**src/bdsc_map.svh**
```systemverilog
// register offsets, field positions, reset values and timing figures of the state controller
`ifndef BDSC_MAP_SVH
`define BDSC_MAP_SVH

`define BDSC_CTRL_OFFSET 8'h00
`define BDSC_STATUS_OFFSET 8'h04

`define CTRL_PWM_BIT 0
`define CTRL_LATCH_BIT 1
`define CTRL_OLP_BIT 2
`define CTRL_CLEAR_BIT 3
`define CTRL_RESET 3'h0

`define STATUS_MODE_LSB 0
`define STATUS_WAKE_DONE_BIT 3
`define STATUS_FLAG_LSB 4
`define STATUS_POR_SEEN_BIT 9
`define STATUS_OCP_PEND_BIT 10

`define FLAG_TSD 0
`define FLAG_OCP 1
`define FLAG_SUPPLY_UNDERVOLTAGE_EVENT 2
`define FLAG_SUPPLY_OVERVOLTAGE_EVENT 3
`define FLAG_OLA 4

`define PIN_SLEEP 0
`define PIN_SUPPLY_LOW 1
`define PIN_DRV_DISABLE 2
`define PIN_IN1 3
`define PIN_IN2 4
`define PIN_TSD 5
`define PIN_OCP 6
`define PIN_SUPPLY_UNDERVOLTAGE_EVENT 7
`define PIN_SUPPLY_OVERVOLTAGE_EVENT 8
`define PIN_OLA 9
`define PIN_CHOP 10
`define PIN_OLP_CMP 11
`define PIN_COUNT 12

`define CNT_W 24

`define CLOCK_PERIOD_PS 5000
`define POR_FILTER_NS 10000
`define SLEEP_DEGLITCH_NS 120000
`define WAKE_TIME_NS 30000
`define RESET_DEGLITCH_NS 20000
`define COM_READY_NS 500000
`define READY_NS 1000000
`define OCP_FILTER_NS 6000

// least times: round up to whole cycles
`define CEIL_CYCLES(tns) ((((tns) * 1000) + `CLOCK_PERIOD_PS - 1) / `CLOCK_PERIOD_PS)

`endif

```
**src/bdsc_pkg.sv**
```systemverilog
// types shared by the state controller and its pulse-width meter
`include "bdsc_map.svh"

package bdsc_pkg;

    typedef enum logic [2:0] {
        ST_SLEEP = 3'b000,
        ST_WAKE = 3'b001,
        ST_STANDBY = 3'b010,
        ST_ACTIVE = 3'b011,
        ST_POR = 3'b100
    } mode_t;

    typedef logic [`PIN_COUNT-1:0] pin_vec_t;

    typedef struct packed {
        logic [`CNT_W-1:0] lowCount;
        logic lastLevel;
        logic releasePulse;
        logic [`CNT_W-1:0] releaseWidth;
    } meter_state_t;

    typedef struct packed {
        pin_vec_t pinMeta;
        pin_vec_t pinSafe;
        mode_t mode;
        logic [`CNT_W-1:0] timer;
        logic [`CNT_W-1:0] porCount;
        logic [`CNT_W-1:0] ocpCount;
        logic wakeDone;
        logic porSeen;
        logic [2:0] ctrl;
        logic [4:0] flags;
        logic writePending;
        logic [7:0] addr;
        logic [31:0] rdata;
        logic [1:0] bridgeOut;
        logic [1:0] bridgeOeN;
        logic faultOeN;
        logic senseOeN;
        logic railsOn;
        logic olpActive;
    } ctl_state_t;

endpackage : bdsc_pkg

```
**src/bridge_driver_state_control.sv**
```systemverilog
// functional-state controller of an H-bridge driver with AHB-Lite control registers
`timescale 1ns/1ps

module bridge_driver_state_control
    import bdsc_pkg::*;
#(
    parameter int POR_CYCLES = `CEIL_CYCLES(`POR_FILTER_NS),
    parameter int SLEEP_CYCLES = `CEIL_CYCLES(`SLEEP_DEGLITCH_NS),
    parameter int WAKE_CYCLES = `CEIL_CYCLES(`WAKE_TIME_NS),
    parameter int RESET_CYCLES = `CEIL_CYCLES(`RESET_DEGLITCH_NS),
    parameter int COM_CYCLES = `CEIL_CYCLES(`COM_READY_NS),
    parameter int READY_CYCLES = `CEIL_CYCLES(`READY_NS),
    parameter int OCP_CYCLES = `CEIL_CYCLES(`OCP_FILTER_NS)
)
(
    input wire logic clock,
    input wire logic clkEnable,
    input wire logic rst,
    input wire logic hsel,
    input wire logic [31:0] haddr,
    input wire logic [1:0] htrans,
    input wire logic hwrite,
    input wire logic [2:0] hsize,
    input wire logic [31:0] hwdata,
    input wire logic hready,
    output logic hreadyout,
    output logic hresp,
    output logic [31:0] hrdata,
    input wire logic sleepRequestN,
    input wire logic supplyLow,
    input wire logic driverDisable,
    input wire logic bridgeInput1,
    input wire logic bridgeInput2,
    input wire logic overTemperatureEvent,
    input wire logic overCurrentEvent,
    input wire logic supplyUndervoltageEvent,
    input wire logic supplyOvervoltageEvent,
    input wire logic onStateOpenLoad,
    input wire logic currentRegulationChop,
    input wire logic offStateCompare,
    output logic faultIndicatorNOut,
    output logic faultIndicatorNOeN,
    output logic [1:0] bridgeOutputs,
    output logic [1:0] bridgeOutputsOeN,
    output logic currentSenseOutputOeN,
    output logic railsOn,
    output logic offStateLoadCheck,
    output logic [2:0] stateCode
);

    localparam logic [`CNT_W-1:0] POR_LIM = `CNT_W'(POR_CYCLES);
    localparam logic [`CNT_W-1:0] SLEEP_LIM = `CNT_W'(SLEEP_CYCLES);
    localparam logic [`CNT_W-1:0] WAKE_LIM = `CNT_W'(WAKE_CYCLES);
    localparam logic [`CNT_W-1:0] RESET_LIM = `CNT_W'(RESET_CYCLES);
    localparam logic [`CNT_W-1:0] COM_LIM = `CNT_W'(COM_CYCLES);
    localparam logic [`CNT_W-1:0] DONE_LIM = `CNT_W'(COM_CYCLES + READY_CYCLES);
    localparam logic [`CNT_W-1:0] OCP_LIM = `CNT_W'(OCP_CYCLES);

    ctl_state_t s;
    ctl_state_t n;
    pin_vec_t pinIn;
    logic [`CNT_W-1:0] lowCount;
    logic releasePulse;
    logic [`CNT_W-1:0] releaseWidth;
    logic sleepHeld;
    logic resetPulse;
    logic clearCmd;
    logic ackOrClear;
    logic porTrip;
    logic standbyHold;
    logic ocpConfirmed;
    logic ocpPending;
    logic [4:0] evSet;
    logic [4:0] latchMask;
    logic [2:0] drive;
    logic addrTaken;

    // {drive active, out2, out1}; PWM drives both halves directly, PH/EN steers by phase
    function automatic logic [2:0] bridgeDecode(input logic pwm, input logic in1,
                                               input logic in2);
        if (pwm)
        begin
            return {in1 | in2, in2, in1};
        end
        return {in1, in2, ~in2};
    endfunction : bridgeDecode

    function automatic logic [31:0] readMux(input logic [7:0] offset, input ctl_state_t cur);
        logic [31:0] value;
        value = 32'h0000_0000;
        if (offset == `BDSC_CTRL_OFFSET)
        begin
            value[2:0] = cur.ctrl;
        end
        else if (offset == `BDSC_STATUS_OFFSET)
        begin
            value[`STATUS_MODE_LSB +: 3] = cur.mode;
            value[`STATUS_WAKE_DONE_BIT] = cur.wakeDone;
            value[`STATUS_FLAG_LSB +: 5] = cur.flags;
            value[`STATUS_POR_SEEN_BIT] = cur.porSeen;
            value[`STATUS_OCP_PEND_BIT] = cur.ocpCount != '0;
        end
        return value;
    endfunction : readMux

    assign pinIn = {offStateCompare, currentRegulationChop, onStateOpenLoad,
                    supplyOvervoltageEvent, supplyUndervoltageEvent, overCurrentEvent,
                    overTemperatureEvent, bridgeInput2, bridgeInput1, driverDisable,
                    supplyLow, sleepRequestN};

    low_width_meter sleepMeter (
        .clock(clock),
        .clkEnable(clkEnable),
        .rst(rst),
        .levelIn(s.pinSafe[`PIN_SLEEP]),
        .lowCount(lowCount),
        .releasePulse(releasePulse),
        .releaseWidth(releaseWidth)
    );

    always_comb
    begin
        n = s;
        n.pinMeta = pinIn;
        n.pinSafe = s.pinMeta;

        sleepHeld = lowCount >= SLEEP_LIM;
        // widths from reset minimum to sleep are a clear; shorter ones are glitches
        resetPulse = releasePulse && releaseWidth >= RESET_LIM
                     && releaseWidth < SLEEP_LIM;
        clearCmd = s.writePending && s.addr == `BDSC_CTRL_OFFSET
                   && hwdata[`CTRL_CLEAR_BIT];
        ackOrClear = resetPulse || clearCmd;
        standbyHold = !s.pinSafe[`PIN_DRV_DISABLE]
                      || (s.ctrl[`CTRL_PWM_BIT] && s.pinSafe[`PIN_IN1]
                          && s.pinSafe[`PIN_IN2]);
        ocpConfirmed = s.ocpCount >= OCP_LIM;
        ocpPending = s.pinSafe[`PIN_OCP] && !ocpConfirmed;
        drive = bridgeDecode(s.ctrl[`CTRL_PWM_BIT], s.pinSafe[`PIN_IN1],
                             s.pinSafe[`PIN_IN2]);
        addrTaken = hsel && hready && htrans[1];

        // AHB-Lite slave: zero wait states, always OKAY, read data in the data phase
        n.writePending = addrTaken && hwrite;
        n.addr = haddr[7:0];
        n.rdata = (addrTaken && !hwrite) ? readMux(haddr[7:0], s) : 32'h0000_0000;
        if (s.writePending && s.addr == `BDSC_CTRL_OFFSET)
        begin
            n.ctrl = hwdata[2:0];
        end

        // over-current filter counts only while the raw event stands
        if (s.pinSafe[`PIN_OCP] && s.mode == ST_ACTIVE)
        begin
            if (!ocpConfirmed)
            begin
                n.ocpCount = s.ocpCount + `CNT_W'(1);
            end
        end
        else
        begin
            n.ocpCount = '0;
        end

        evSet = 5'h00;
        if (s.mode == ST_STANDBY || s.mode == ST_ACTIVE)
        begin
            evSet[`FLAG_TSD] = s.pinSafe[`PIN_TSD];
            evSet[`FLAG_SUPPLY_UNDERVOLTAGE_EVENT] = s.pinSafe[`PIN_SUPPLY_UNDERVOLTAGE_EVENT];
            evSet[`FLAG_SUPPLY_OVERVOLTAGE_EVENT] = s.pinSafe[`PIN_SUPPLY_OVERVOLTAGE_EVENT];
        end
        if (s.mode == ST_ACTIVE)
        begin
            evSet[`FLAG_OCP] = ocpConfirmed;
            evSet[`FLAG_OLA] = s.pinSafe[`PIN_OLA];
        end
        // undervoltage always retries; the rest latch when configured
        latchMask = s.ctrl[`CTRL_LATCH_BIT] ? 5'b11011 : 5'b00000;
        // a new event wins over a clear in the same cycle
        n.flags = evSet | (s.flags & latchMask & {5{!ackOrClear}});

        unique case (s.mode)
            ST_POR:
            begin
                n.timer = '0;
                if (!s.pinSafe[`PIN_SUPPLY_LOW])
                begin
                    n.mode = ST_WAKE;
                    n.porSeen = 1'b1;
                end
            end
            ST_SLEEP:
            begin
                n.flags = 5'h00;
                if (s.pinSafe[`PIN_SLEEP])
                begin
                    if (s.timer != {`CNT_W{1'b1}})
                    begin
                        n.timer = s.timer + `CNT_W'(1);
                    end
                end
                else
                begin
                    n.timer = '0;
                end
                if (s.timer >= WAKE_LIM && !s.pinSafe[`PIN_SUPPLY_LOW])
                begin
                    n.mode = ST_WAKE;
                    n.timer = '0;
                    n.wakeDone = 1'b0;
                end
            end
            ST_WAKE:
            begin
                if (s.timer != {`CNT_W{1'b1}})
                begin
                    n.timer = s.timer + `CNT_W'(1);
                end
                n.wakeDone = s.timer >= DONE_LIM;
                if (sleepHeld)
                begin
                    n.mode = ST_SLEEP;
                    n.timer = '0;
                end
                else if (s.wakeDone && ackOrClear)
                begin
                    n.mode = ST_STANDBY;
                end
            end
            ST_STANDBY:
            begin
                if (sleepHeld)
                begin
                    n.mode = ST_SLEEP;
                    n.timer = '0;
                end
                else if (!standbyHold)
                begin
                    n.mode = ST_ACTIVE;
                end
            end
            ST_ACTIVE:
            begin
                // priority ladder; overvoltage and open load only reach the fault pin
                if (sleepHeld)
                begin
                    n.mode = ST_SLEEP;
                    n.timer = '0;
                end
                else if (standbyHold)
                begin
                    n.mode = ST_STANDBY;
                end
                else if (s.pinSafe[`PIN_TSD] || s.flags[`FLAG_TSD])
                begin
                    n.bridgeOeN = 2'h3;
                end
                else if (ocpConfirmed || s.flags[`FLAG_OCP])
                begin
                    n.bridgeOeN = 2'h3;
                end
                else if (ocpPending)
                begin
                    // freeze the bridge; bounded because the count confirms at the filter
                    n.bridgeOeN = s.bridgeOeN;
                end
                else if (s.pinSafe[`PIN_SUPPLY_UNDERVOLTAGE_EVENT])
                begin
                    n.bridgeOeN = 2'h3;
                end
                else if (!drive[2])
                begin
                    n.bridgeOeN = 2'h0;
                    n.bridgeOut = 2'h0;
                end
                else
                begin
                    n.bridgeOeN = 2'h0;
                    n.bridgeOut = s.pinSafe[`PIN_CHOP] ? 2'h0 : drive[1:0];
                end
            end
        endcase

        // supply below falling threshold drops to SLEEP; past the filter it hard-resets
        porTrip = s.pinSafe[`PIN_SUPPLY_LOW] && s.porCount >= POR_LIM;
        if (s.pinSafe[`PIN_SUPPLY_LOW])
        begin
            if (!porTrip)
            begin
                n.porCount = s.porCount + `CNT_W'(1);
            end
            if (s.mode != ST_POR)
            begin
                n.mode = ST_SLEEP;
                n.timer = '0;
            end
        end
        else
        begin
            n.porCount = '0;
        end
        if (porTrip)
        begin
            n.mode = ST_POR;
            n.timer = '0;
            n.ocpCount = '0;
            n.flags = 5'h00;
            n.ctrl = `CTRL_RESET;
            n.wakeDone = 1'b0;
            n.porSeen = 1'b0;
        end

        // pin drive follows the state being entered, so outputs match stateCode
        n.senseOeN = 1'b1;
        n.railsOn = 1'b1;
        n.faultOeN = 1'b1;
        n.olpActive = 1'b0;
        unique case (n.mode)
            ST_POR, ST_SLEEP:
            begin
                n.bridgeOeN = 2'h3;
                n.railsOn = 1'b0;
            end
            ST_WAKE:
            begin
                n.bridgeOeN = 2'h3;
                n.faultOeN = !(n.timer >= COM_LIM);
            end
            ST_STANDBY:
            begin
                n.bridgeOeN = 2'h3;
                n.olpActive = s.ctrl[`CTRL_OLP_BIT];
                n.faultOeN = !(n.olpActive && s.pinSafe[`PIN_OLP_CMP]);
            end
            ST_ACTIVE:
            begin
                n.senseOeN = n.bridgeOeN != 2'h0;
                n.faultOeN = !(|n.flags);
            end
        endcase
    end

    always_ff @(posedge clock or posedge rst)
    begin
        if (rst)
        begin
            // the logic-supply POR drives rst; leaving it starts wake-up like any recovery
            s <= '0;
            s.mode <= ST_POR;
            s.bridgeOeN <= 2'h3;
            s.faultOeN <= 1'b1;
            s.senseOeN <= 1'b1;
            // syncs start at idle levels: no false sleep edge, supply trusted only once seen
            s.pinMeta[`PIN_SLEEP] <= 1'b1;
            s.pinSafe[`PIN_SLEEP] <= 1'b1;
            s.pinMeta[`PIN_SUPPLY_LOW] <= 1'b1;
            s.pinSafe[`PIN_SUPPLY_LOW] <= 1'b1;
        end
        else if (clkEnable)
        begin
            s <= n;
        end
    end

    assign hreadyout = 1'b1;
    assign hresp = 1'b0;
    assign hrdata = s.rdata;
    assign faultIndicatorNOut = 1'b0;
    assign faultIndicatorNOeN = s.faultOeN;
    assign bridgeOutputs = s.bridgeOut;
    assign bridgeOutputsOeN = s.bridgeOeN;
    assign currentSenseOutputOeN = s.senseOeN;
    assign railsOn = s.railsOn;
    assign offStateLoadCheck = s.olpActive;
    assign stateCode = s.mode;

    property p_por_reset;
        @(posedge clock) disable iff (rst)
        (clkEnable && porTrip) |=> (s.mode == ST_POR && s.flags == 5'h00);
    endproperty
    a_por_reset: assert property (p_por_reset) else $error("POR trip did not reset");

    property p_por_pins;
        @(posedge clock) disable iff (rst)
        (s.mode == ST_POR) |-> (faultIndicatorNOeN && bridgeOutputsOeN == 2'h3
                                && currentSenseOutputOeN);
    endproperty
    a_por_pins: assert property (p_por_pins) else $error("pins driven during POR");

    property p_por_wake;
        @(posedge clock) disable iff (rst)
        (s.mode == ST_POR && clkEnable && !s.pinSafe[`PIN_SUPPLY_LOW]) |=> (s.mode == ST_WAKE);
    endproperty
    a_por_wake: assert property (p_por_wake) else $error("no wake after POR");

    property p_com_fault;
        @(posedge clock) disable iff (rst)
        (s.mode == ST_WAKE) |-> (faultIndicatorNOeN == (s.timer < COM_LIM));
    endproperty
    a_com_fault: assert property (p_com_fault) else $error("fault pin wrong in wake");

    property p_ack;
        @(posedge clock) disable iff (rst)
        (s.mode == ST_WAKE && s.wakeDone && resetPulse && clkEnable && !sleepHeld
         && !s.pinSafe[`PIN_SUPPLY_LOW]) |=> (s.mode == ST_STANDBY && faultIndicatorNOeN);
    endproperty
    a_ack: assert property (p_ack) else $error("acknowledge not taken");

    property p_sleep_pins;
        @(posedge clock) disable iff (rst)
        (s.mode == ST_SLEEP) |-> (bridgeOutputsOeN == 2'h3 && faultIndicatorNOeN && !railsOn);
    endproperty
    a_sleep_pins: assert property (p_sleep_pins) else $error("sleep pins wrong");

    property p_sleep_entry;
        @(posedge clock) disable iff (rst)
        ((s.mode == ST_STANDBY || s.mode == ST_ACTIVE) && sleepHeld && clkEnable && !porTrip)
        |=> (s.mode == ST_SLEEP);
    endproperty
    a_sleep_entry: assert property (p_sleep_entry) else $error("sleep not entered");

    property p_active_entry;
        @(posedge clock) disable iff (rst)
        (s.mode == ST_ACTIVE) |-> ($past(s.mode) == ST_STANDBY || $past(s.mode) == ST_ACTIVE);
    endproperty
    a_active_entry: assert property (p_active_entry) else $error("bad ACTIVE entry");

    property p_olp_standby;
        @(posedge clock) disable iff (rst)
        offStateLoadCheck |-> (s.mode == ST_STANDBY);
    endproperty
    a_olp_standby: assert property (p_olp_standby) else $error("load check off STANDBY");

endmodule : bridge_driver_state_control

```
**src/low_width_meter.sv**
```systemverilog
// measures how long a synchronised active-low pin stays low, reports the width on release
`timescale 1ns/1ps

module low_width_meter
    import bdsc_pkg::*;
(
    input wire logic clock,
    input wire logic clkEnable,
    input wire logic rst,
    input wire logic levelIn,
    output logic [`CNT_W-1:0] lowCount,
    output logic releasePulse,
    output logic [`CNT_W-1:0] releaseWidth
);

    meter_state_t st;
    meter_state_t next_st;

    always_comb
    begin
        next_st = st;
        next_st.lastLevel = levelIn;
        next_st.releasePulse = 1'b0;
        if (!levelIn)
        begin
            // saturate so a very long low never wraps into a short pulse
            if (st.lowCount != {`CNT_W{1'b1}})
            begin
                next_st.lowCount = st.lowCount + `CNT_W'(1);
            end
        end
        else
        begin
            next_st.lowCount = '0;
            if (!st.lastLevel)
            begin
                next_st.releasePulse = 1'b1;
                next_st.releaseWidth = st.lowCount;
            end
        end
    end

    always_ff @(posedge clock or posedge rst)
    begin
        if (rst)
        begin
            st <= '0;
            st.lastLevel <= 1'b1;
        end
        else if (clkEnable)
        begin
            st <= next_st;
        end
    end

    assign lowCount = st.lowCount;
    assign releasePulse = st.releasePulse;
    assign releaseWidth = st.releaseWidth;

endmodule : low_width_meter

```
**config.mk**
```make
export PLATFORM = sky130hd
export DESIGN_NAME = bridge_driver_state_control
export DESIGN_NICKNAME = d
export VERILOG_FILES = /design/src/bdsc_pkg.sv /design/src/bridge_driver_state_control.sv /design/src/low_width_meter.sv
export VERILOG_INCLUDE_DIRS = /design/src
export SDC_FILE = /design/constraint.sdc
export NUM_CORES = 1
export LEC_CHECK = 0
export ABC_AREA = 1
export BUFFER_PORTS_ARGS = -buffer_cell sky130_fd_sc_hd__buf_2
export CAP_MARGIN = 5
export CELL_PAD_IN_SITES_DETAIL_PLACEMENT = 0
export CELL_PAD_IN_SITES_GLOBAL_PLACEMENT = 2
export CORE_MARGIN = 4
export CORE_UTILIZATION = 36
export CTS_CLUSTER_DIAMETER = 200
export DETAILED_ROUTE_END_ITERATION = 6
export HOLD_SLACK_MARGIN = 0.02
export PLACE_DENSITY_LB_ADDON = 0.1
export SLEW_MARGIN = 0
export SYNTH_ARGS = -nofsm -noshare
export SYNTH_HDL_FRONTEND = slang
export SYNTH_SLANG_ARGS = --single-unit
```
**constraint.sdc**
```tcl
create_clock -name clock -period 9.1 [get_ports clock]
set_input_delay 0.455 -clock clock [delete_from_list [all_inputs] [get_ports clock]]
set_output_delay 0.455 -clock clock [all_outputs]
set_load 0.02 [all_outputs]
```
# ---- Yosys cells after proc, flatten, opt, wreduce, memory -nomap -nowiden
# Cells that the tools add are included.
dict set report totals {
  inputBits 87
  wordCells 170
  out_inout_bits 46
  ff_bits 208
}
dict set report op_classes {
  mux 57
  addsub 4
  magnitude_cmp 8
  reduce_logical 50
  n_bitwise 12
  eq_ne 16
}
# cell count
set op_table {}
lappend op_table {{24-bit 2-to-1 mux} 10}
lappend op_table {{27-bit one-hot mux with 5 select lines} 1}
lappend op_table {{27-bit 2-to-1 mux} 4}
lappend op_table {{24-bit by 1-bit adder with 24-bit output, second input constant} 4}
lappend op_table {{25-bit 2-to-1 mux} 2}
lappend op_table {{24-bit by 11-bit greater-or-equal comparator with 1-bit output, second input constant} 2}
lappend op_table {{24-bit != test, second input constant} 2}
lappend op_table {{34-bit 2-to-1 mux} 1}
lappend op_table {{3-bit 2-to-1 mux} 11}
lappend op_table {{24-bit by 12-bit greater-or-equal comparator with 1-bit output, second input constant} 1}
lappend op_table {{24-bit by 13-bit greater-or-equal comparator with 1-bit output, second input constant} 1}
lappend op_table {{24-bit by 15-bit greater-or-equal comparator with 1-bit output, second input constant} 1}
lappend op_table {{24-bit by 17-bit greater-or-equal comparator with 1-bit output, second input constant} 1}
lappend op_table {{24-bit by 19-bit greater-or-equal comparator with 1-bit output, second input constant} 1}
lappend op_table {{24-bit by 15-bit less-than comparator with 1-bit output, second input constant} 1}
lappend op_table {{24-bit nonzero test} 1}
lappend op_table {{11-bit 2-to-1 mux} 2}
lappend op_table {{2-bit 2-to-1 mux} 10}
lappend op_table {{1-bit logical AND} 16}
lappend op_table {{8-bit logical NOT} 2}
lappend op_table {{3-bit by 2-bit == test with 1-bit output, second input constant} 4}
lappend op_table {{5-bit AND} 2}
lappend op_table {{1-bit 2-to-1 mux} 10}
lappend op_table {{5-bit 2-to-1 mux} 2}
lappend op_table {{other kinds (24)} 55}

# ---- Depth between registers and ports, before layout
# Gate-level depths: netlist of the first run.
dict set report depth {
  depth_word 14
  depth_mapped 19
  depth_no_buf 18
}

# ---- Hierarchy
# A second synthesis of the first run with hierarchy kept.
dict set report unflattened {
  cells_unflattened 1451
  hier_area_um2 10874.2
}
# module instances area_per_inst_um2 cells_each seq_area_each_um2
set by_module_without_submodules {}
lappend by_module_without_submodules {bridge_driver_state_control 1 7912.6 1077 3439.5}
lappend by_module_without_submodules {low_width_meter 1 2961.6 374 1252.5}

# ---- Worst setup path before layout of the first run
# Ideal clock, no wire load.
dict set report synth_path {
  path_kind {reg2reg}
  start {register s[107] (netlist bit)}
  end {register s, in the netlist faultIndicatorNOeN}
  stages_incl_launch_ff 18
  synth_period_minus_slack_ps 2018
  slack_ps 7082
  setup_time_ps 78
  arrival_time_ps 1940
  required_time_ps 9022
  path_buffers 1
  cell_sequence {dfrtp_1 -> ha_1 -> nand2_1 -> nor2_2 -> nand2_2 -> nor2_4 -> nand3_2 -> buf_6 -> nand3_1 -> nand3_2 -> nor2_4 -> nand2_1 -> nor2_2 -> nand3_1 -> nand3_1 -> nand2_1 -> nand2_1 -> a21oi_2}
}
dict set report synth_via {
  elab_chain_cells 11
  word_cells_on_any_way 19
  classes_between {add/sub (1); order compare (2); eq/ne (4); mux (10); reduce/logical (2)}
}
# item line
set synth_lines {}
lappend synth_lines {{start: declaration} bridge_driver_state_control.sv:59} ;# ctl_state_t s;
lappend synth_lines {{start signal: assignment} bridge_driver_state_control.sv:361} ;# s <= n;
lappend synth_lines {{24-bit by 1-bit adder with 24-bit output / 24-bit != test (equally long branches)} --}
lappend synth_lines {{24-bit 2-to-1 mux} {bridge_driver_state_control.sv:197, bridge_driver_state_control.sv:215}}
lappend synth_lines {{24-bit 2-to-1 mux} bridge_driver_state_control.sv:195} ;# if (s.pinSafe[`PIN_SLEEP])
lappend synth_lines {{27-bit 2-to-1 mux} bridge_driver_state_control.sv:206} ;# if (s.timer >= WAKE_LIM && !s.pinSafe[`PIN_SUPPLY_LOW])
lappend synth_lines {{27-bit one-hot mux with 5 select lines *} bridge_driver_state_control.sv:182} ;# unique case (s.mode)
lappend synth_lines {{27-bit 2-to-1 mux} bridge_driver_state_control.sv:292} ;# if (s.mode != ST_POR)
lappend synth_lines {{27-bit 2-to-1 mux *} bridge_driver_state_control.sv:286} ;# if (s.pinSafe[`PIN_SUPPLY_LOW])
lappend synth_lines {{27-bit 2-to-1 mux *} bridge_driver_state_control.sv:302} ;# if (porTrip)
lappend synth_lines {{24-bit by 17-bit greater-or-equal comparator with 1-bit output} bridge_driver_state_control.sv:327} ;# n.faultOeN = !(n.timer >= COM_LIM);
lappend synth_lines {{1-bit logical NOT} bridge_driver_state_control.sv:327}
lappend synth_lines {{1-bit one-hot mux with 3 select lines *} bridge_driver_state_control.sv:318} ;# unique case (n.mode)
# Mark *: on every way between the ends. The rest lies on a longest branch, timed or not.
# A chain may end at the register's enable or synchronous reset.

# ---- Worst setup path in the final report of the first run
dict set report layout_path {
  start {register sleepMeter.st, in the netlist sleepMeter.lowCount[6]}
  end {register s, in the netlist faultIndicatorNOeN}
}
dict set report layout_via {
  elab_chain_cells 9
  word_cells_on_any_way 16
  classes_between {order compare (2); eq/ne (3); mux (10); reduce/logical (1)}
}
# item line
set layout_lines {}
lappend layout_lines {{start: declaration} low_width_meter.sv:16} ;# meter_state_t st;
lappend layout_lines {{start signal: assignment} low_width_meter.sv:52} ;# st <= next_st;
lappend layout_lines {{24-bit by 15-bit greater-or-equal comparator with 1-bit output *} bridge_driver_state_control.sv:127} ;# sleepHeld = lowCount >= SLEEP_LIM;
lappend layout_lines {{24-bit 2-to-1 mux, on equally long branches} {bridge_driver_state_control.sv:232, bridge_driver_state_control.sv:245, bridge_driver_state_control.sv:220}}
lappend layout_lines {{27-bit one-hot mux with 5 select lines *} bridge_driver_state_control.sv:182}
lappend layout_lines {{27-bit 2-to-1 mux} bridge_driver_state_control.sv:292}
lappend layout_lines {{27-bit 2-to-1 mux *} bridge_driver_state_control.sv:286}
lappend layout_lines {{27-bit 2-to-1 mux *} bridge_driver_state_control.sv:302}
lappend layout_lines {{24-bit by 17-bit greater-or-equal comparator with 1-bit output} bridge_driver_state_control.sv:327}
lappend layout_lines {{1-bit logical NOT} bridge_driver_state_control.sv:327}
lappend layout_lines {{1-bit one-hot mux with 3 select lines *} bridge_driver_state_control.sv:318}
# Marked as above.

==> results of run 1 <==
[registers in the layout, indices dropped and copies added (netlist names)]
name and cells:
s 103, sleepMeter.lowCount 24, sleepMeter.releaseWidth 19, n 12, hrdata 11, stateCode 3, bridgeOutputsOeN 2, bridgeOutputs 2
currentSenseOutputOeN 1, faultIndicatorNOeN 1, offStateLoadCheck 1, railsOn 1, sleepMeter.releasePulse 1, sleepMeter.st 1
[through the flow]
step / setup WS, ns / instance area (um^2)
after floorplan: 3.718 / 9899
after global placement: 6.069 / 10160
after detailed placement: 6.024 / 10160
after CTS: 6.009 / 10740
after global routing: 5.762 / 10740
final: 6.032 / 10740
[power by group through the flow]
stage	Clock [uW]	Combinational, uW	Sequential, uW
floorplan	0	161	885
global placement	0	213	892
detailed placement	0	215	892
CTS	776	216	876
global route	812	243	882
finish	755	214	877
[routing by layer]
metal | wire [um] | track usage
met1 | 13700 | 0.2692
met2 | 11690 | 0.2745
met3 | 832 | 0.02733
met4 | 196 | 0.03492
met5 | 0 | 0
[worst register-to-register path, stage by stage, from the launching register on]
cell	delay [ns]
dfrtp_1	0.45
nand3_1	0.15
nand2_1	0.08
nand3_1	0.18
nand4_2	0.53
inv_1	0.68
nand2_1	0.10
nand3_1	0.09
nand2_1	0.11
nand2_1	0.10
nor2_2	0.04
nand3_1	0.07
nand3_1	0.14
nand2_1	0.10
nand2_1	0.06
a21oi_2	0.12
[Yosys cell counts (all sizes together), types with 4 or more instances]
library cell and number:
a31oi 5, a21oi 38, a211oi 5, nand2 316, buf 53, nor3b 8
nor3 46, ha 8, nand4 29, nor4 12, dfrtp 172, o21ai 116
o211ai 5, nor2 158, xor2 9, nand3 65, clkbuf 26, inv 170
o22ai 13, clkinv 4, dfstp 10
[cells by family after synthesis]
kind of cell	count (synthesis)	share of synthesized area
xor+xnor	11	0.009815
compound gates	202	0.1153
buf+inv	253	0.1160
mux	2	0.002294
simple gates	634	0.2804
fa+ha+maj	8	0.01020
flops	182	0.4652
other cells	2	0.0007650
[worst max path at each step]
| stage | from | to | slack, ns | cells after the start |
|---|---|---|---|---|
| floorplan | rst | bridgeOutputs[0]$_DFFE_PP0P_ | 3.72 | 1 |
| global placement | stateCode[1]$_DFFE_PP0P_ | faultIndicatorNOeN$_DFFE_PP1P_ | 6.07 | 14 |
| detailed placement | stateCode[1]$_DFFE_PP0P_ | faultIndicatorNOeN$_DFFE_PP1P_ | 6.02 | 14 |
| CTS | sleepMeter.lowCount[6]$_DFFE_PP0P_ | faultIndicatorNOeN$_DFFE_PP1P_ | 6.01 | 15 |
| global route | stateCode[1]$_DFFE_PP0P_ | faultIndicatorNOeN$_DFFE_PP1P_ | 5.76 | 14 |
| finish | sleepMeter.lowCount[6]$_DFFE_PP0P_ | faultIndicatorNOeN$_DFFE_PP1P_ | 6.03 | 15 |
[layout make-up]
class | instances | area, um^2
clock buffers | 17 | 425.4
well taps | 341 | 426.7
inverters | 174 | 660.6
repair buffers | 58 | 307.8
fillers | 2866 | 16130
multi-input cells | 881 | 4194
clock inverters | 14 | 160.2
flip-flops and latches | 182 | 4567
==> metrics.txt, run 1 <==
Synth cell types 50; min Tclk post-route 3.068 ns; synthesized area 9817 um^2; number of H-tree levels 4; Post-synth EDFFs 0; Seq cells post-synth 182; post-DR wirelength/cell 15.84 um; ys flop type dfrtp_1; IO Port Bufs 52; leakage 0.004931 uW; Die Footprint 29980 um^2; Clock Pin Slew Worst Setup and Hold Paths 0.08 ns; Sum Neg Setup Slack 0 ns; RePlAce Congestion 0.8368; Synth warnings 0; Max IR drop VDD 0.1034 mV; DRT Wirelength 26.41 mm; R2R Setup Slk 6.03 ns; post-CTS sizing 0; commonest non-fill, non-tap cell in the layout nand2_1; most frequent cell on the critical path nand2_1; num rows 60; largest net degree at the start of global routing 113; Max Cap Viol 0; P_sw 553.3 uW; first-pass GRT wire length 43.72 mm; sequential cell fraction of total power 0.475; Tot Pwr 1845 uW; Die W 173.1 um; max-slew violation count 0; vias in the first global route 7927; clock sink count 182; worst-path maximum fanout 18; GR Util All Layers 0.1787; final setup fails 0; ys async rst share 1.000; DRT antenna net count 0; RSZ-0062 raised after global routing false; Setup crit end kind register; share of layout cells above drive strength 1 0.09955; Clock Power Share 0.409; cts bufs inserted 17; Iteration-0 DRC Markers 515; CTS Root Cell clkbuf_16; post-synth top area cell dfrtp_1; combinational share of power 0.116; Post-Synthesis Mean Instance Area 7.586 um^2; period utilization 0.3372; CP cell instances nand3_1 -> nand2_1 -> nand3_1 -> nand4_2 -> inv_1 -> nand2_1 -> nand3_1 -> nand2_1 -> nand2_1 -> nor2_2 -> nand3_1 -> nand3_1 -> nand2_1 -> nand2_1 -> a21oi_2; worst-margin pin slew 0.8974 ns; HPWL after DPL 18.82 mm; total gr overflow 0; end of the worst register-to-register path faultIndicatorNOeN$_DFFE_PP1P_; n_diodes 0; Worst Setup Path Type reg -> reg; worst r2r src sleepMeter.lowCount[6]$_DFFE_PP0P_; CP bufs+invs 1; worst min path class in -> async; largest delay contributor family on the critical path simple AND/OR/NAND/NOR gates; Req. time, crit path 9.46 ns; Via Count 8182; Post-Syn Instances 1294; io pins 133; Hold Vio Cnt, Final 0; Synth-to-Final Area Change 9.419%; dpl cells 1636; PD cells 171.8 nW/um^2; initial antenna violation count 0; CTS tree done; Worst EP arrival 3.43 ns; Slowest-stage cell, CP inv_1; share of Yosys cell area claimed by the top area cell type 0.4384; Slowest Stage Delay on Critical Path 0.67 ns; core area 26880 um^2; vias per cell 4.908; register area share after synthesis 0.4652; top area cells in the synthesized netlist dfrtp_1, nand2_1, inv_1; # DRC 0; final cell count without fillers 1667; fmax 0.3259 GHz; status finished clean; P_int 1292 uW; clk_lat worst skew 0.43 ns; CTS Hold Buffers Added 0; Fin Hold WS 0.1761 ns; worst r2r path cells 15; DR pass1 iterations 5; clk_skew 0.01718 ns; Initial Util 0.3653; Die Span Y 173.1 um; Slew headroom 0.3962; final core area utilization 0.3997; Worst setup SP type register; nets 1409; highest-count cells in the layout ignoring fill and taps nand2_1, dfrtp_1, inv_1; Net Sw Frac 0.2999; post-CTS setup buffers 0; clock buffer depth 2
No activity file was read; power rests on OpenSTA's default activity.
==> run 2, diff against run 1 <==
--- a/config.mk
+++ b/config.mk
@@ -12,7 +12,7 @@
 export CELL_PAD_IN_SITES_DETAIL_PLACEMENT = 0
 export CELL_PAD_IN_SITES_GLOBAL_PLACEMENT = 2
 export CORE_MARGIN = 4
-export CORE_UTILIZATION = 36
+export CORE_UTILIZATION = 30
 export CTS_CLUSTER_DIAMETER = 200
 export DETAILED_ROUTE_END_ITERATION = 6
 export HOLD_SLACK_MARGIN = 0.02
==> constraint.sdc (replaced) <==
create_clock -name clock -period 2.5 [get_ports clock]
set_input_delay 0.125 -clock clock [delete_from_list [all_inputs] [get_ports clock]]
set_output_delay 0.125 -clock clock [all_outputs]
set_load 0.02 [all_outputs]
==> run 2 against run 1 <==
Net effect:
- utilization is 2.6 points lower
- global-route usage is 1.3 points lower
- non-clock buffer count is 109 higher
- largest cell class unchanged
==> metrics.txt, run 2 (synthesized netlist as in run 1, its figures left out) <==
vias in the first global route 8531 (+7.6%); Synth-to-Final Area Change 21.37%; PD cells 592.0 nW/um^2 (+240%); RSZ-0062 raised after global routing true; clock sink count 182 (unchanged); period utilization 0.9318 (+0.5946); largest net degree at the start of global routing 90 (-20%); Fin Hold WS 0.2478 ns (+0.07175 ns); area post-placement 10890 um^2 (+7.2%); final setup fails 0 (unchanged); max-slew violation count 0 (unchanged); worst-path maximum fanout 6 (-12); min Tclk post-route 2.329 ns (-0.7387 ns); worst min path class in -> reg; commonest non-fill, non-tap cell in the layout nand2_1; nets 1518 (+7.7%); Via Count 8575 (+4.8%); Req. time, crit path 2.88 ns (-6.58 ns); setup slack at placement 0.1183 ns (-5.906 ns); clock buffer depth 2 (unchanged); core area 31880 um^2 (+19%); HPWL after DPL 21.15 mm (+12%); Top reg by flops s; RePlAce Congestion 0.7910 (-5.5%); Worst EP arrival 2.71 ns (-0.72 ns); leakage 0.005445 uW (+10%); Worst setup SP type register; final core area utilization 0.3737 (-0.02593); Clock Pin Slew Worst Setup and Hold Paths 0.07 ns (about the same); cts bufs inserted 17 (unchanged); n_diodes 0 (unchanged); status finished clean; CTS tree done; Tot Pwr 7054 uW (+280%); Initial Util 0.3079 (-0.05734); fin area 11920 um^2 (+11%); DR pass1 iterations 5 (unchanged); Max Cap Viol 0 (unchanged); first-pass GRT wire length 47.02 mm (+7.5%); Worst Setup Path Type reg -> reg; Hold Vio Cnt, Final 0 (unchanged); DRT antenna net count 0 (unchanged); num rows 65 (+8.3%); max reg flops 103 (unchanged); io pins 133 (unchanged); Die W 188.9 um (+9.1%); DRT Wirelength 28.59 mm (+8.2%); number of H-tree levels 4 (unchanged); Setup crit end kind register; total gr overflow 0 (unchanged); Die Span Y 188.9 um (+9.1%); CTS Root Cell clkbuf_16; Slew headroom 0.5045 (+0.1083); post-DR wirelength/cell 15.28 um (-3.6%); GR Util All Layers 0.1656 (-0.01305); Die Footprint 35680 um^2 (+19%); IO Port Bufs 52 (unchanged); clk_skew 0.01117 ns (-0.006013 ns); highest-count cells in the layout ignoring fill and taps nand2_1, dfrtp_1, inv_1; Max IR drop VDD 0.4922 mV (+380%); vias per cell 4.583 (-6.6%); # DRC 0 (unchanged); worst-margin pin slew 0.7417 ns (-0.1558 ns); setup ws final 0.1706 ns (-5.861 ns); fmax 0.4293 GHz (+32%); Iteration-0 DRC Markers 441 (-14%); clk_lat worst skew 0.45 ns (+0.02 ns); initial antenna violation count 0 (unchanged); share of layout cells above drive strength 1 0.1636 (+0.06410)
==> run 2: cell types whose count changed in the layout (fill, tap and decap cells not counted), sizes merged <==
cell	change
clkinv	-2
clkbuf	+1
clkinvlp	+6
dlygate4sd3	+29
bufinv	+2
buf	+80
inv	-6
==> run 2: worst paths after layout <==
| kind | start | end | slack (ns) | cells past startpoint |
|---|---|---|---|---|
| min in group asynchronous | rst | s[47]$_DFFE_PP0P_ | 0.35 | 3 |
| min reg2reg | n[135]$_DFFE_PP1P_ | n[135]$_DFFE_PP1P_ | 0.46 | 2 |
| max | s[108]$_DFFE_PP0P_ | faultIndicatorNOeN$_DFFE_PP1P_ | 0.17 | 17 |
| max in group asynchronous | rst | faultIndicatorNOeN$_DFFE_PP1P_ | 1.37 | 4 |
| min | hready | hrdata[0]$_DFFE_PP0P_ | 0.25 | 7 |
| max reg2reg | s[108]$_DFFE_PP0P_ | faultIndicatorNOeN$_DFFE_PP1P_ | 0.17 | 17 |
==> run 2: worst max-delay path, cell delays in order (launching register included) <==
cell and delay, ns:
dfrtp_1 0.40, ha_1 0.19, nand2_1 0.09, nor2_2 0.15, nand2_2 0.11, nor2_4 0.12, nand3_4 0.11, buf_4 0.19
nand2_1 0.09, nor2_1 0.05, nor2_1 0.12, a21oi_1 0.10, nand2_1 0.10, nand3_1 0.12, nand3_1 0.11, nand2_1 0.08
nand2_1 0.08, a21oi_2 0.05
==> run 2: layout make-up <==
type                            count  area, um^2
Clock inverter                     14       172.7
Clock buffer                       18       439.2
Tap cell                          435       544.3
Fill cell                        3457       19970
Sequential cell                   182        4574
Multi-Input combinational cell    881        4275
Timing Repair Buffer              167        1249
Inverter                          174       660.6
==> run 2: power by group <==
part	internal, uW	switching (uW)
clock	1610	1280
sequential	3080	98.4
combinational	345	634
total	5040	2020
==> run 2: what timing repair did <==
action | CTS | global route
gates resized for setup | 0 | 25
hold endpoints to repair | 52 | 0
buffers inserted | 0 | 4
hold buffers | 29 | 0
setup endpoints to repair | 0 | 7
==> run 2: routing by layer <==
layer  part of all wire  up-vias  global-route usage
met2               0.45      125              0.2613
met1               0.51     4058              0.2394
met4             0.0088        0             0.03840
li1                   -     4378                   -
met3              0.031       14             0.02784
met5                  0        -                   0
==> run 2: stage by stage <==
step,cells,setup TNS [ns]
after floorplan,1316,0
after global placement,1806,0
after detailed placement,1806,0
after CTS,1867,0
after global routing,1871,-0.03032
final,1871,0
